$ cat config.mk
export PLATFORM = sky130hd
export DESIGN_NAME = hpp_top
export DESIGN_NICKNAME = d
export VERILOG_FILES = /design/src/logic/hpp_pkg.sv /design/src/logic/hpp_top.sv
export VERILOG_INCLUDE_DIRS = /design/src /design/src/logic
export SDC_FILE = /design/constraint.sdc
export NUM_CORES = 1
export LEC_CHECK = 0
export ABC_AREA = 1
export BUFFER_PORTS_ARGS = -buffer_cell sky130_fd_sc_hd__buf_2
export CORE_MARGIN = 2
export CORE_UTILIZATION = 48
export CTS_CLUSTER_SIZE = 28
export DETAILED_ROUTE_END_ITERATION = 6
export PLACE_DENSITY = 0.77
export SETUP_SLACK_MARGIN = 0.4
export SLEW_MARGIN = 40
export SYNTH_ARGS = -nofsm -noshare
export SYNTH_HDL_FRONTEND = slang
export SYNTH_SLANG_ARGS = --single-unit
$ cat constraint.sdc
create_clock -name clk_sys -period 1.4 [get_ports clk_sys]
set_input_delay 0.14 -clock clk_sys [delete_from_list [all_inputs] [get_ports clk_sys]]
set_output_delay 0.14 -clock clk_sys [all_outputs]
set_load 0.05 [all_outputs]
$ cat src/logic/hpp_map.svh
// Register map, field positions, reset values and timing counts of the host port
`ifndef HPP_MAP_SVH
`define HPP_MAP_SVH
// ****************
// Offsets
// ****************
`define HPP_OFF_DATA      8'h08
`define HPP_OFF_PORT      8'h09
`define HPP_OFF_IRQF      8'h0C
`define HPP_OFF_DIR       8'h89
`define HPP_OFF_IRQE      8'h8C
`define HPP_OFF_ANALOG    8'h9F
`define HPP_OFF_DDIR      8'h88
// ****************
// Fields and resets
// ****************
`define HPP_BIT_IN_FULL   7
`define HPP_BIT_OUT_FULL  6
`define HPP_BIT_IN_OVR    5
`define HPP_BIT_MODE      4
`define HPP_BIT_UNUSED    3
`define HPP_DIR_MSB       2
`define HPP_BIT_PORT_IRQ  7
`define HPP_PIN_RD        0
`define HPP_PIN_WR        1
`define HPP_PIN_CS        2
`define HPP_DATA_W        8
`define HPP_CTL_W         3
`define HPP_RST_DIR       3'h7
`define HPP_RST_SYNC      3'h7
`define HPP_RST_DDIR      8'hFF
`define HPP_RST_ZERO8     8'h00
`define HPP_DIR_WMASK     8'h37
`define HPP_ANALOG_WMASK  8'h8F
// ****************
// Phase timing
// ****************
`define HPP_PH_STEP       2'h1
`define HPP_PH_TWO        2'h1
`define HPP_PH_FOUR       2'h3
`endif

$ cat src/logic/hpp_pkg.sv
// Types of the host parallel port
package hpp_pkg;
  typedef enum logic [1:0] {
    HPP_IDLE  = 2'b00,
    HPP_WAIT2 = 2'b01,
    HPP_WAIT4 = 2'b10
  } hpp_done_t;

  typedef struct packed {
    logic [1:0]  phase;
    logic [2:0]  rd_sync;
    logic [2:0]  wr_sync;
    logic [2:0]  cs_sync;
    logic        wr_act;
    logic        rd_act;
    hpp_done_t   wr_done;
    hpp_done_t   rd_done;
    logic [7:0]  in_latch;
    logic [7:0]  out_latch;
    logic [7:0]  data_dir;
    logic [2:0]  ctl_out;
    logic [2:0]  ctl_dir;
    logic        mode;
    logic        inbound_full;
    logic        outbound_full;
    logic        inbound_overrun;
    logic [7:0]  irq_flags;
    logic [7:0]  irq_en;
    logic [7:0]  analog;
    logic [7:0]  rdata;
  } hpp_state_t;
endpackage

$ cat src/logic/hpp_top.sv
// Host parallel slave port: register file, strobe sync and flag sequencing
//
// Design decision made here: the address-and-strobe port.
`timescale 1ns/1ps
`include "hpp_map.svh"
module hpp_top (
  input  wire logic       clk_sys,
  input  wire logic       rstn,
  input  wire logic [7:0] reg_addr,
  input  wire logic [7:0] reg_wdata,
  input  wire logic       reg_wr,
  input  wire logic       reg_rd,
  output logic      [7:0] reg_rdata,
  input  wire logic [7:0] data_pin_in,
  output logic      [7:0] data_pin_out,
  output logic      [7:0] data_pin_oe,
  input  wire logic [2:0] ctl_pin_in,
  output logic      [2:0] ctl_pin_out,
  output logic      [2:0] ctl_pin_oe,
  output logic            irq_req
);
  // ****************
  // Declarations
  // ****************
  hpp_pkg::hpp_state_t s_reg;
  hpp_pkg::hpp_state_t s_next;
  logic                rd_low;
  logic                wr_low;
  logic                cs_low;
  logic                pin_wr_low;
  logic                host_reading;
  genvar               gi;

  // ****************
  // Address decode
  // ****************
  function automatic logic addr_hit(input logic [7:0] addr,
                                    input logic [7:0] offset);
    return addr == offset;
  endfunction

  // ****************
  // Synchroniser step
  // ****************
  function automatic logic [2:0] sync_shift(input logic [2:0] chain,
                                            input logic       pin);
    return {chain[1:0], pin};
  endfunction

  // ****************
  // Completion sequencer: phase two then phase four
  // ****************
  function automatic hpp_pkg::hpp_done_t done_step(input hpp_pkg::hpp_done_t st,
                                                   input logic [1:0]         ph);
    hpp_pkg::hpp_done_t r;
    r = st;
    unique case (st)
      hpp_pkg::HPP_IDLE: begin
        r = hpp_pkg::HPP_IDLE;
      end
      hpp_pkg::HPP_WAIT2: begin
        if (ph == `HPP_PH_TWO) begin
          r = hpp_pkg::HPP_WAIT4;
        end
      end
      hpp_pkg::HPP_WAIT4: begin
        if (ph == `HPP_PH_FOUR) begin
          r = hpp_pkg::HPP_IDLE;
        end
      end
      default: begin
        r = hpp_pkg::HPP_IDLE;
      end
    endcase
    return r;
  endfunction

  function automatic logic done_fire(input hpp_pkg::hpp_done_t st,
                                     input logic [1:0]         ph);
    return (st == hpp_pkg::HPP_WAIT4) && (ph == `HPP_PH_FOUR);
  endfunction

  // ****************
  // Status byte
  // ****************
  function automatic logic [7:0] status_byte(input hpp_pkg::hpp_state_t st);
    logic [7:0] r;
    r = `HPP_RST_ZERO8;
    r[`HPP_BIT_IN_FULL]  = st.inbound_full;
    r[`HPP_BIT_OUT_FULL] = st.outbound_full;
    r[`HPP_BIT_IN_OVR]   = st.inbound_overrun;
    r[`HPP_BIT_MODE]     = st.mode;
    // Unimplemented bit reads zero
    r[`HPP_BIT_UNUSED]   = 1'b0;
    r[`HPP_DIR_MSB:0]    = st.ctl_dir;
    return r;
  endfunction

  // ****************
  // Register read
  // ****************
  function automatic logic [7:0] read_value(input logic [7:0]          addr,
                                            input hpp_pkg::hpp_state_t st,
                                            input logic [7:0]          pins,
                                            input logic [2:0]          ctl);
    logic [7:0] r;
    r = `HPP_RST_ZERO8;
    unique case (addr)
      `HPP_OFF_DATA: begin
        r = st.mode ? st.in_latch : pins;
      end
      `HPP_OFF_PORT: begin
        r = {5'h00, ctl};
      end
      `HPP_OFF_IRQF: begin
        r = st.irq_flags;
      end
      `HPP_OFF_DIR: begin
        r = status_byte(st);
      end
      `HPP_OFF_IRQE: begin
        r = st.irq_en;
      end
      `HPP_OFF_ANALOG: begin
        r = st.analog;
      end
      `HPP_OFF_DDIR: begin
        r = st.data_dir;
      end
      default: begin
        r = `HPP_RST_ZERO8;
      end
    endcase
    return r;
  endfunction

  // ****************
  // Strobe detection
  // ****************
  // Detection uses the last synchroniser stage only
  assign rd_low       = ~s_reg.rd_sync[2];
  assign wr_low       = ~s_reg.wr_sync[2];
  assign cs_low       = ~s_reg.cs_sync[2];
  assign host_reading = cs_low && rd_low;
  // Raw pins frame the capture, so the sync delay never sees a released bus
  assign pin_wr_low   = !ctl_pin_in[`HPP_PIN_CS] && !ctl_pin_in[`HPP_PIN_WR];

  // ****************
  // Next state
  // ****************
  always_comb begin
    logic wr_start;
    logic rd_start;
    logic wr_end;
    logic rd_end;
    logic sw_rd_data;
    logic sw_wr_data;
    wr_start       = 1'b0;
    rd_start       = 1'b0;
    wr_end         = 1'b0;
    rd_end         = 1'b0;
    sw_rd_data     = reg_rd && addr_hit(reg_addr, `HPP_OFF_DATA);
    sw_wr_data     = reg_wr && addr_hit(reg_addr, `HPP_OFF_DATA);
    s_next         = s_reg;
    s_next.phase   = s_reg.phase + `HPP_PH_STEP;
    s_next.rd_sync = sync_shift(s_reg.rd_sync, ctl_pin_in[`HPP_PIN_RD]);
    s_next.wr_sync = sync_shift(s_reg.wr_sync, ctl_pin_in[`HPP_PIN_WR]);
    s_next.cs_sync = sync_shift(s_reg.cs_sync, ctl_pin_in[`HPP_PIN_CS]);

    // ****************
    // Transfer tracking
    // ****************
    if (s_reg.mode) begin
      wr_start = cs_low && wr_low && !s_reg.wr_act;
      rd_start = host_reading && !s_reg.rd_act;
    end
    wr_end = s_reg.wr_act && !(cs_low && wr_low);
    rd_end = s_reg.rd_act && !host_reading;
    if (wr_start) begin
      s_next.wr_act = 1'b1;
    end else if (wr_end) begin
      s_next.wr_act = 1'b0;
    end
    if (rd_start) begin
      s_next.rd_act = 1'b1;
    end else if (rd_end) begin
      s_next.rd_act = 1'b0;
    end

    // ****************
    // Byte capture
    // ****************
    // Bus byte follows the pins for as long as select and write stay low
    if (s_reg.mode && pin_wr_low) begin
      s_next.in_latch = data_pin_in;
    end

    // ****************
    // Completion timing
    // ****************
    // End seen here; flags follow the next phase two, then phase four
    if (wr_end) begin
      s_next.wr_done = hpp_pkg::HPP_WAIT2;
    end else begin
      s_next.wr_done = done_step(s_reg.wr_done, s_reg.phase);
    end
    if (rd_end) begin
      s_next.rd_done = hpp_pkg::HPP_WAIT2;
    end else begin
      s_next.rd_done = done_step(s_reg.rd_done, s_reg.phase);
    end

    // ****************
    // Software writes
    // ****************
    if (reg_wr) begin
      unique case (reg_addr)
        `HPP_OFF_DATA: begin
          s_next.out_latch = reg_wdata;
        end
        `HPP_OFF_PORT: begin
          s_next.ctl_out = reg_wdata[`HPP_DIR_MSB:0];
        end
        `HPP_OFF_IRQF: begin
          s_next.irq_flags = reg_wdata;
        end
        `HPP_OFF_DIR: begin
          s_next.ctl_dir = reg_wdata[`HPP_DIR_MSB:0];
          s_next.mode    = reg_wdata[`HPP_BIT_MODE];
          if (!reg_wdata[`HPP_BIT_IN_OVR]) begin
            s_next.inbound_overrun = 1'b0;
          end
        end
        `HPP_OFF_IRQE: begin
          s_next.irq_en = reg_wdata;
        end
        `HPP_OFF_ANALOG: begin
          s_next.analog = reg_wdata & `HPP_ANALOG_WMASK;
        end
        `HPP_OFF_DDIR: begin
          s_next.data_dir = reg_wdata;
        end
        default: begin
        end
      endcase
    end

    // ****************
    // Outbound flag
    // ****************
    if (sw_wr_data) begin
      s_next.outbound_full = 1'b1;
    end
    if (rd_start) begin
      s_next.outbound_full = 1'b0;
    end

    // ****************
    // Inbound flags
    // ****************
    // Hardware set wins over a software clear in the same cycle
    if (sw_rd_data) begin
      s_next.inbound_full = 1'b0;
    end
    if (done_fire(s_reg.wr_done, s_reg.phase)) begin
      if (s_reg.inbound_full) begin
        s_next.inbound_overrun = 1'b1;
      end
      s_next.inbound_full = 1'b1;
      s_next.irq_flags[`HPP_BIT_PORT_IRQ] = 1'b1;
    end
    if (done_fire(s_reg.rd_done, s_reg.phase)) begin
      s_next.irq_flags[`HPP_BIT_PORT_IRQ] = 1'b1;
    end

    // ****************
    // Mode gating
    // ****************
    if (!s_next.mode) begin
      s_next.inbound_full  = 1'b0;
      s_next.outbound_full = 1'b0;
    end

    // ****************
    // Read data
    // ****************
    // Answer stands only in the cycle after the strobe
    s_next.rdata = `HPP_RST_ZERO8;
    if (reg_rd) begin
      s_next.rdata = read_value(reg_addr, s_reg, data_pin_in, ctl_pin_in);
    end
  end

  // ****************
  // State register
  // ****************
  always_ff @(posedge clk_sys) begin
    if (!rstn) begin
      s_reg          <= '0;
      s_reg.rd_sync  <= `HPP_RST_SYNC;
      s_reg.wr_sync  <= `HPP_RST_SYNC;
      s_reg.cs_sync  <= `HPP_RST_SYNC;
      s_reg.data_dir <= `HPP_RST_DDIR;
      s_reg.ctl_dir  <= `HPP_RST_DIR;
      s_reg.wr_done  <= hpp_pkg::HPP_IDLE;
      s_reg.rd_done  <= hpp_pkg::HPP_IDLE;
    end else begin
      s_reg <= s_next;
    end
  end

  // ****************
  // Register outputs
  // ****************
  assign reg_rdata    = s_reg.rdata;
  assign data_pin_out = s_reg.out_latch;
  assign ctl_pin_out  = s_reg.ctl_out;

  // ****************
  // Interrupt request
  // ****************
  assign irq_req = s_reg.irq_flags[`HPP_BIT_PORT_IRQ] &&
                   s_reg.irq_en[`HPP_BIT_PORT_IRQ];

  // ****************
  // Data pin direction
  // ****************
  // Slave mode: drive only while the host reads with select low
  generate
    for (gi = 0; gi < `HPP_DATA_W; gi++) begin : g_data_oe
      assign data_pin_oe[gi] = s_reg.mode ? host_reading : ~s_reg.data_dir[gi];
    end
  endgenerate

  // ****************
  // Control pin direction
  // ****************
  // A set direction bit makes its pin an input
  generate
    for (gi = 0; gi < `HPP_CTL_W; gi++) begin : g_ctl_oe
      assign ctl_pin_oe[gi] = ~s_reg.ctl_dir[gi];
    end
  endgenerate
endmodule // hpp_top

==> results.toml, run 1 <==
[synth]
synth_xor_area_frac = 0
synth_seq_cells = 80
synth_area_per_cell_um2 = 7.37
ys_warn_count = 0
synth_fa_ha_area_frac = 0.00653
synth_compound_area_frac = 0.0892
synth-simple-area-share = 0.380
ys_seq_area_frac = 0.418
syn_area_mm2 = 0.00383
netlist_instances = 520
synth_top_family_by_area = "simple AND/OR/NAND/NOR gates"
yosysUniqueCellTypes = 29
synth_nets = 553
synthMuxAreaShare = 0

[critical_path]
worstPathArrival_ns = 1.35
required_ns = 1.26
rr_worst_depth = 7
cp_max_fo = 9
worstSetupStartpointType = "flip-flop"
critPathKind = "flip-flop to primary output"
end_kind = "primary output"

[final_layout]
fin_area_mm2 = 0.00509
largest_register_ffs = 55
syn_to_final_growth_pct = 32.8
diodes = 0
nets = 619
drive_gt1_frac = 0.393

[global_routing]
grt_max_degree = 19
grt_overflow_total = 0
antenna_found_initial = 0
grt_pass1_wl_um = 16900
globalRouteTotalUtil = 0.248
grt_pass1_vias = 3408

[power]
peakVddDrop_mv = 0.516
p_per_area_mw_per_mm2 = 875
p_leak_nw = 2.40

[status]
violations = "setup timing"
status = "complete, but fails checks"

[min_path]
min_path_cells = 3
holdCritPathClass = "input pin to flip-flop"

[timing]
finalCritPeriodShare = 1.06
finalHoldViolations = 0
tns_ns = -0.630
max_freq_ghz = 0.673
rsz0062_at_grt = "yes"
slew_headroom = 0.768
clock_skew_ns = 0.0125
setup_violations = 8
min_period_ns = 1.49
worst_pin_slew_ns = 0.348
final_max_slew_viol_count = 0
final.setup.worst_slack_ns = -0.0861

[clock_network]
clock_latency_ns = 0.36
cts_buffers = 9
cts.sinks = 80
cts.clk_slew.worst_paths_ns = 0.10
cts_tree = "built"
cts_root_buf = "clkbuf_8"
htree_num_levels = 3
cts_buffer_depth = 2

[route]
drt_iter0_drc = 318
detail_route.wl_per_cell_um = 15.0
num_vias = 3607
drc = 0
via_per_inst = 5.20
antenna_left = 0
finalWirelength_um = 10400
drtPass1Iterations = 4

[place]
hpwl_um = 7170
gp_congestion = 0.930
portBuffers = 61
place_area_mm2 = 0.00433

[die]
chipHeight_um = 93.3
dieArea_mm2 = 0.00871
die_w_um = 93.3
core-area_mm2 = 0.00773
num_rows = 32
start_util = 0.496
io_pins = 62

[run]
cap_violations = 0
final cells by class:
cell class | instances | area [µm²]
repair buffers | 89 | 837
multi-input cells | 362 | 2050
fillers | 605 | 2640
clock buffers | 9 | 124
flip-flops and latches | 80 | 1640
clock inverters | 7 | 88.8
inverters | 44 | 216
well taps | 102 | 128
path summary, 6_finish.rpt:
path | start | to | slack (ns)
setup / recovery | s_reg[74]$_SDFF_PN1_ | data_pin_oe[4] | -0.09
hold / removal | data_pin_in[4] | s_reg[62]$_SDFFE_PN0P_ | 0.02
setup reg to reg | s_reg[35]$_SDFF_PN0_ | s_reg[60]$_SDFFE_PN0P_ | 0.14
hold reg to reg | s_next[73]$_SDFF_PN1_ | s_next[74]$_SDFF_PN1_ | 0.42
worst max-delay path, cell delays in order (launching register included):
cell,delay (ns)
dfxtp_1,0.32
nor2_1,0.11
inv_2,0.08
nor2_4,0.12
inv_6,0.10
o21ai_4,0.08
buf_6,0.17
power by group:
group	switching (mW)	leakage (nW)	internal (mW)
clock network	0.951	0.104	0.860
registers	0.0121	0.658	2.29
logic	0.219	1.64	0.120
metal layers:
| layer | up-vias | part of all wire | global-route usage |
|---|---|---|---|
| met2 | 154 | 0.47 | 0.398 |
| met3 | 23 | 0.069 | 0.0540 |
| met5 | - | 0 | 0 |
| met1 | 1668 | 0.44 | 0.330 |
| met4 | 0 | 0.020 | 0.0858 |
| li1 | 1762 | - | - |
kinds of logic (layout without fill, tap and decap cells):
family / Yosys count / after routing
buffers and inverters: 78 / 149
adders and majority gates: 2 / 2
and+or+nand+nor: 293 / 293
AOI/OAI and AO/OA: 67 / 67
DFF: 80 / 80
cells in the final DEF, fill, tap and decap left out, types with 2 or more instances in the layout:
cell type  count
buf_6         15
nor2_1        81
nand2_1      103
nor2_4         7
buf_2         29
nand3_1       50
a21oi_1       20
inv_6          6
buf_12         2
buf_8         21
nand2_8        2
o21ai_2        6
nor3b_2        5
inv_2         18
nor2_2         7
buf_4         21
clkbuf_8       9
inv_1         18
o21ai_0       22
o21ai_4        8
nand3_2        3
inv_4          3
dfxtp_1       53
nand2_4        8
o21ai_1        7
a21boi_2       2
or2_2          9
nor2_8         4
or2_4          2
dfxtp_4        2
ha_4           2
and3_1         2
dfxtp_2       25
nand2_2        7
timing repair:
action	4_1_cts	5_1_grt
setup buffers	4	7
cloned	1	0
pin swaps	29	28
endpoints found under the hold margin	0	1
resized for setup	126	43
setup endpoints to repair	55	69
hold buffers	0	1
through the flow:
stage | setup slack [ns] | instances | power (mW) | util | hold slack [ns]
after floorplan | 0.296 | 520 | 2.52 | - | 0.247
after global placement | 0.0820 | 664 | 2.65 | 0.560 | 0.381
after detailed placement | 0.0246 | 664 | 2.65 | 0.560 | 0.384
after CTS | -0.0906 | 685 | 4.42 | 0.632 | 0.00348
after global routing | -0.133 | 693 | 4.60 | 0.658 | 0.0440
final | -0.0861 | 693 | 4.45 | 0.658 | 0.0208
synth_stat cells, drive strengths merged:
cell | number | area, µm²
nand2 | 120 | 523
nor2 | 99 | 479
dfxtp | 80 | 1600
nand3 | 54 | 293
inv | 44 | 168
o21ai | 43 | 215
buf | 24 | 201
a21oi | 21 | 105
or2 | 11 | 68.8
clkbuf | 10 | 37.5
nor3b | 5 | 62.6
a21boi | 2 | 15.0
and3 | 2 | 12.5
ha | 2 | 25.0
nand4 | 1 | 6.26
nor3 | 1 | 10.0
o22ai | 1 | 6.26
No activity file was read; power rests on OpenSTA's default activity.
==> inputs of run 2 (changes only) <==
- BUFFER_PORTS_ARGS: -buffer_cell sky130_fd_sc_hd__buf_2 -> default
- CORE_ASPECT_RATIO: default -> 1.4
- DONT_BUFFER_PORTS: default -> 1
- PLACE_DENSITY: 0.77 -> 0.7
- SKIP_CTS_REPAIR_TIMING: default -> 1
==> run 2 against run 1 <==
The run ends with hold timing, setup timing left. Clock skew decreased by 0.0056 ns. Hold slack got worse by 0.16 ns. Critical path type unchanged. Cell count down 5.9%. Non-clock buffer count shrank 40. Global-route usage down 1.2 points. Fmax decreased by 0.16%. Final area shrank 3.6%.
==> results.toml, run 2 (synthesis results as in run 1) <==
[route]
via_per_inst = 5.38
antenna_left = 0
num_vias = 3511
drtPass1Iterations = 7
drt_iter0_drc = 268
finalWirelength_um = 10900
detail_route.wl_per_cell_um = 16.6
drc = 0

[min_path]
holdCritPathClass = "input pin to flip-flop"

[status]
status = "complete, but fails checks"
violations = "hold timing, setup timing"

[timing]
tns_ns = -0.624
clock_skew_ns = 0.00685
rsz0062_at_grt = "yes"
worst_pin_slew_ns = 0.412
hold_slack_ns = -0.137
min_period_ns = 1.49
setup_violations = 8
slew_headroom = 0.725
max_freq_ghz = 0.672
finalCritPeriodShare = 1.06
finalHoldViolations = 43
final_max_slew_viol_count = 0
final.setup.worst_slack_ns = -0.0885

[global_routing]
grt_max_degree = 44
antenna_found_initial = 0
grt_pass1_vias = 3139
busiest_layer = "met2"
grt_pass1_wl_um = 15600
grt_overflow_total = 0
grt_util_met1 = 0.268
globalRouteTotalUtil = 0.236
met2_usage = 0.413
grtUsageMet3 = 0.0534

[clock_network]
cts_buffers = 9
cts_tree = "built"
htree_num_levels = 3
clock_latency_ns = 0.36
cts_root_buf = "clkbuf_8"
cts_buffer_depth = 2
cts.clk_slew.worst_paths_ns = 0.08
cts.sinks = 80

[place]
portBuffers = 0
hpwl_um = 7280
gp_congestion = 0.893

[final_layout]
layout_commonest_cell = "nand2_1"
drive_gt1_frac = 0.366
final_cell_mix = "nand2_1 (89), nor2_1 (81), dfxtp_1 (50)"
nFillCells = 654
nets = 580
largest_register_ffs = 55
postLayoutCoreUtil = 0.632
syn_to_final_growth_pct = 28.0
diodes = 0

[critical_path]
worstPathArrival_ns = 1.35
required_ns = 1.26
end_kind = "primary output"
cp_max_fo = 4
critPathKind = "flip-flop to primary output"
worstSetupStartpointType = "flip-flop"

[run]
cap_violations = 0

[die]
die_w_um = 79.5
dieArea_mm2 = 0.00872
core-area_mm2 = 0.00775
io_pins = 62
num_rows = 38
chipHeight_um = 110
start_util = 0.494

[power]
total_power_mw = 4.18
p_leak_nw = 2.20
p_per_area_mw_per_mm2 = 852
peakVddDrop_mv = 0.593
[run 2: changes by cell type in the layout (fill, tap and decap cells not counted), sizes merged]
cell / previous run / this run
buf: 88 / 37
clkinv: 2 / 1
clkinvlp: 1 / 2
inv: 47 / 44
clkbuf: 9 / 14
dlygate4sd3: 1 / 12
bufinv: 1 / 0
[run 2: final cells by class]
class	count	area, µm²	area share
Inverter	44	223	0.0454
Clock buffer	14	173	0.0352
Timing Repair Buffer	49	534	0.109
Timing Repair inverter	1	6.26	0.00128
Sequential cell	80	1660	0.338
Multi-Input combinational cell	362	2170	0.443
Clock inverter	2	12.5	0.00255
Tap cell	100	125	0.0255
[run 2: final timing paths]
kind | start | end | slack (ns) | cells after the start
worst min-delay path | rstn | s_reg[48]$_SDFFE_PN1P_ | -0.14 | 1
worst max register to register | s_reg[35]$_SDFF_PN0_ | s_reg[58]$_SDFFE_PN0P_ | 0.04 | 7
worst max-delay path | s_reg[35]$_SDFF_PN0_ | data_pin_oe[7] | -0.09 | 5
worst min register to register | s_next[77]$_SDFF_PN1_ | s_reg[77]$_SDFF_PN1_ | 0.41 | 1
[run 2: critical path, stage by stage (launching register included)]
cell and delay, ns:
dfxtp_2 0.36, inv_2 0.05, buf_8 0.12, nor2_4 0.20
inv_4 0.09, o21ai_4 0.17
[run 2: metrics by stage]
step | area, µm² | instances | hold slack [ns] | setup slack, ns
3_3_place_gp | 4090 | 612 | 0.231 | 0.174
2_1_floorplan | 4050 | 520 | 0.247 | 0.296
3_5_place_dp | 4090 | 612 | 0.235 | 0.160
5_1_grt | 4900 | 652 | -0.139 | -0.120
6_report | 4900 | 652 | -0.137 | -0.0885
4_1_cts | 4270 | 628 | -0.149 | -0.129
[run 2: power breakdown]
part	internal, mW	switching [mW]
registers	2.28	0.0130
logic	0.108	0.158
clock network	0.789	0.827
[run 2: routing by layer]
metal	wire length [µm]	share of wire
met5	0	0
met4	375	0.035
met3	580	0.053
met2	5860	0.54
met1	4040	0.37
==> inputs of run 3 (changes only) <==
- CORE_ASPECT_RATIO: 1.4 -> 1.1
==> run 3 against run 2 <==
The flow still finishes with violations (hold timing, setup timing). Via count shrank 1.7%. Count of clock-buffer cells in the layout fell by 3. Hold slack improved by 0.12 ns. First-iteration DRC count is 18% lower. Non-clock buffer count down 3. Clock power up 23%. Critical path depth fell by 3. Worst setup slack gained 0.062 ns. Total power grew 9.4%.
==> results.toml, run 3 (synthesis results as in run 1) <==
[final_layout]
postLayoutCoreUtil = 0.610
syn_to_final_growth_pct = 24.7
final_cell_count_no_fill = 656
diodes = 0
nets = 576
drive_gt1_frac = 0.288
largest_register_ffs = 55
layout_commonest_cell = "nand2_1"
final_cell_mix = "nand2_1 (103), nor2_1 (84), dfxtp_1 (52)"

[power]
p_per_area_mw_per_mm2 = 957
switchingPower_mw = 1.06
power.share.switching = 0.233
p_clk_frac = 0.435
p_leak_nw = 2.16
total_power_mw = 4.57
peakVddDrop_mv = 0.598
p_int_mw = 3.51
comb_power_share = 0.062
power_frac_seq = 0.502

[timing]
tns_ns = -0.184
hold_slack_ns = -0.0134
min_period_ns = 1.43
final_max_slew_viol_count = 0
final.setup.worst_slack_ns = -0.0267
worst_pin_slew_ns = 0.471
rsz0062_at_grt = "yes"
slew_headroom = 0.685
max_freq_ghz = 0.701
finalHoldViolations = 4
setup_violations = 8
finalCritPeriodShare = 1.02
clock_skew_ns = 0.0143

[critical_path]
worstSetupStartpointType = "flip-flop"
path_depth = 2
max_stage_delay_ns = 0.36
end_kind = "primary output"
rr_worst_depth = 6
slowest_stage = "o21ai_4"
critical_path_buf_inv_count = 1
critPathKind = "flip-flop to primary output"
crit_chain = "buf_4 > o21ai_4"
worstPathArrival_ns = 1.29
r2r_slack_ns = 0.13
required_ns = 1.26
cp_top_family = "compound AO/OA/AOI/OAI gates"
cp_max_fo = 10

[die]
die_w_um = 89.2
num_rows = 34
io_pins = 62
core-area_mm2 = 0.00783
start_util = 0.489
dieArea_mm2 = 0.00871
chipHeight_um = 97.7

[global_routing]
grt_overflow_total = 0
grt_pass1_wl_um = 15800
grt_max_degree = 44
globalRouteTotalUtil = 0.243
antenna_found_initial = 0
grt_pass1_vias = 3084

[route]
num_vias = 3453
finalWirelength_um = 10800
drtPass1Iterations = 7
antenna_left = 0
drt_iter0_drc = 219
detail_route.wl_per_cell_um = 16.5
drc = 0
via_per_inst = 5.26

[status]
violations = "hold timing, setup timing"
status = "complete, but fails checks"

[clock_network]
clock_latency_ns = 0.36
cts_buffer_depth = 2
cts_root_buf = "clkbuf_8"
cts.clk_slew.worst_paths_ns = 0.09
cts.sinks = 80
cts_buffers = 9
cts_tree = "built"
htree_num_levels = 3

[min_path]
min_path_cells = 2
holdCritPathClass = "input pin to flip-flop"

[place]
gp_congestion = 0.937
portBuffers = 0
dp.cells = 616
hpwl_um = 7360

[run]
cap_violations = 0
## run 3: power groups by stage
stage	clock [mW]	sequential, mW	combinational (mW)
6_report	1.99	2.30	0.286
5_1_grt	2.09	2.30	0.309
4_1_cts	2.00	2.30	0.177
3_5_place_dp	0	2.36	0.176
3_3_place_gp	0	2.35	0.172
2_1_floorplan	0	2.35	0.170
## run 3: final timing paths
| kind | from | to |
|---|---|---|
| max | s_reg[35]$_SDFF_PN0_ | data_pin_oe[4] |
| min | reg_wdata[4] | s_reg[35]$_SDFF_PN0_ |
| max reg2reg | s_reg[35]$_SDFF_PN0_ | s_reg[61]$_SDFFE_PN0P_ |
| min reg2reg | s_next[77]$_SDFF_PN1_ | s_reg[77]$_SDFF_PN1_ |
## run 3: worst register-to-register path, stage by stage, from the launching register on
cell	delay [ns]
dfxtp_2	0.37
clkinvlp_4	0.11
buf_4	0.19
nor3_4	0.17
inv_2	0.12
nor2_1	0.14
nor2_1	0.06
## run 3: through the flow
| step | cell area (µm²) | hold WS [ns] | worst slack, ns |
|---|---|---|---|
| CTS | 4310 | -0.143 | -0.179 |
| finish | 4780 | -0.0134 | -0.0267 |
| detailed placement | 4070 | 0.232 | 0.148 |
| global route | 4780 | 0.00597 | -0.0762 |
| floorplan | 4050 | 0.247 | 0.296 |
| global placement | 4070 | 0.229 | 0.177 |
## run 3: layout make-up
class | count | area, µm²
fill | 706 | 3050
clock buffer | 11 | 151
tap | 108 | 135
inverter | 44 | 221
clock inverter | 5 | 86.3
multi-input combinational | 362 | 2020
timing repair buffer | 46 | 513
sequential | 80 | 1650
## run 3: per-layer routing
layer,vias up,global-route usage,part of all wire
met1,1606,0.326,0.41
met3,22,0.0578,0.091
met2,144,0.375,0.47
li1,1681,-,-
met4,0,0.0930,0.026
met5,-,0,0
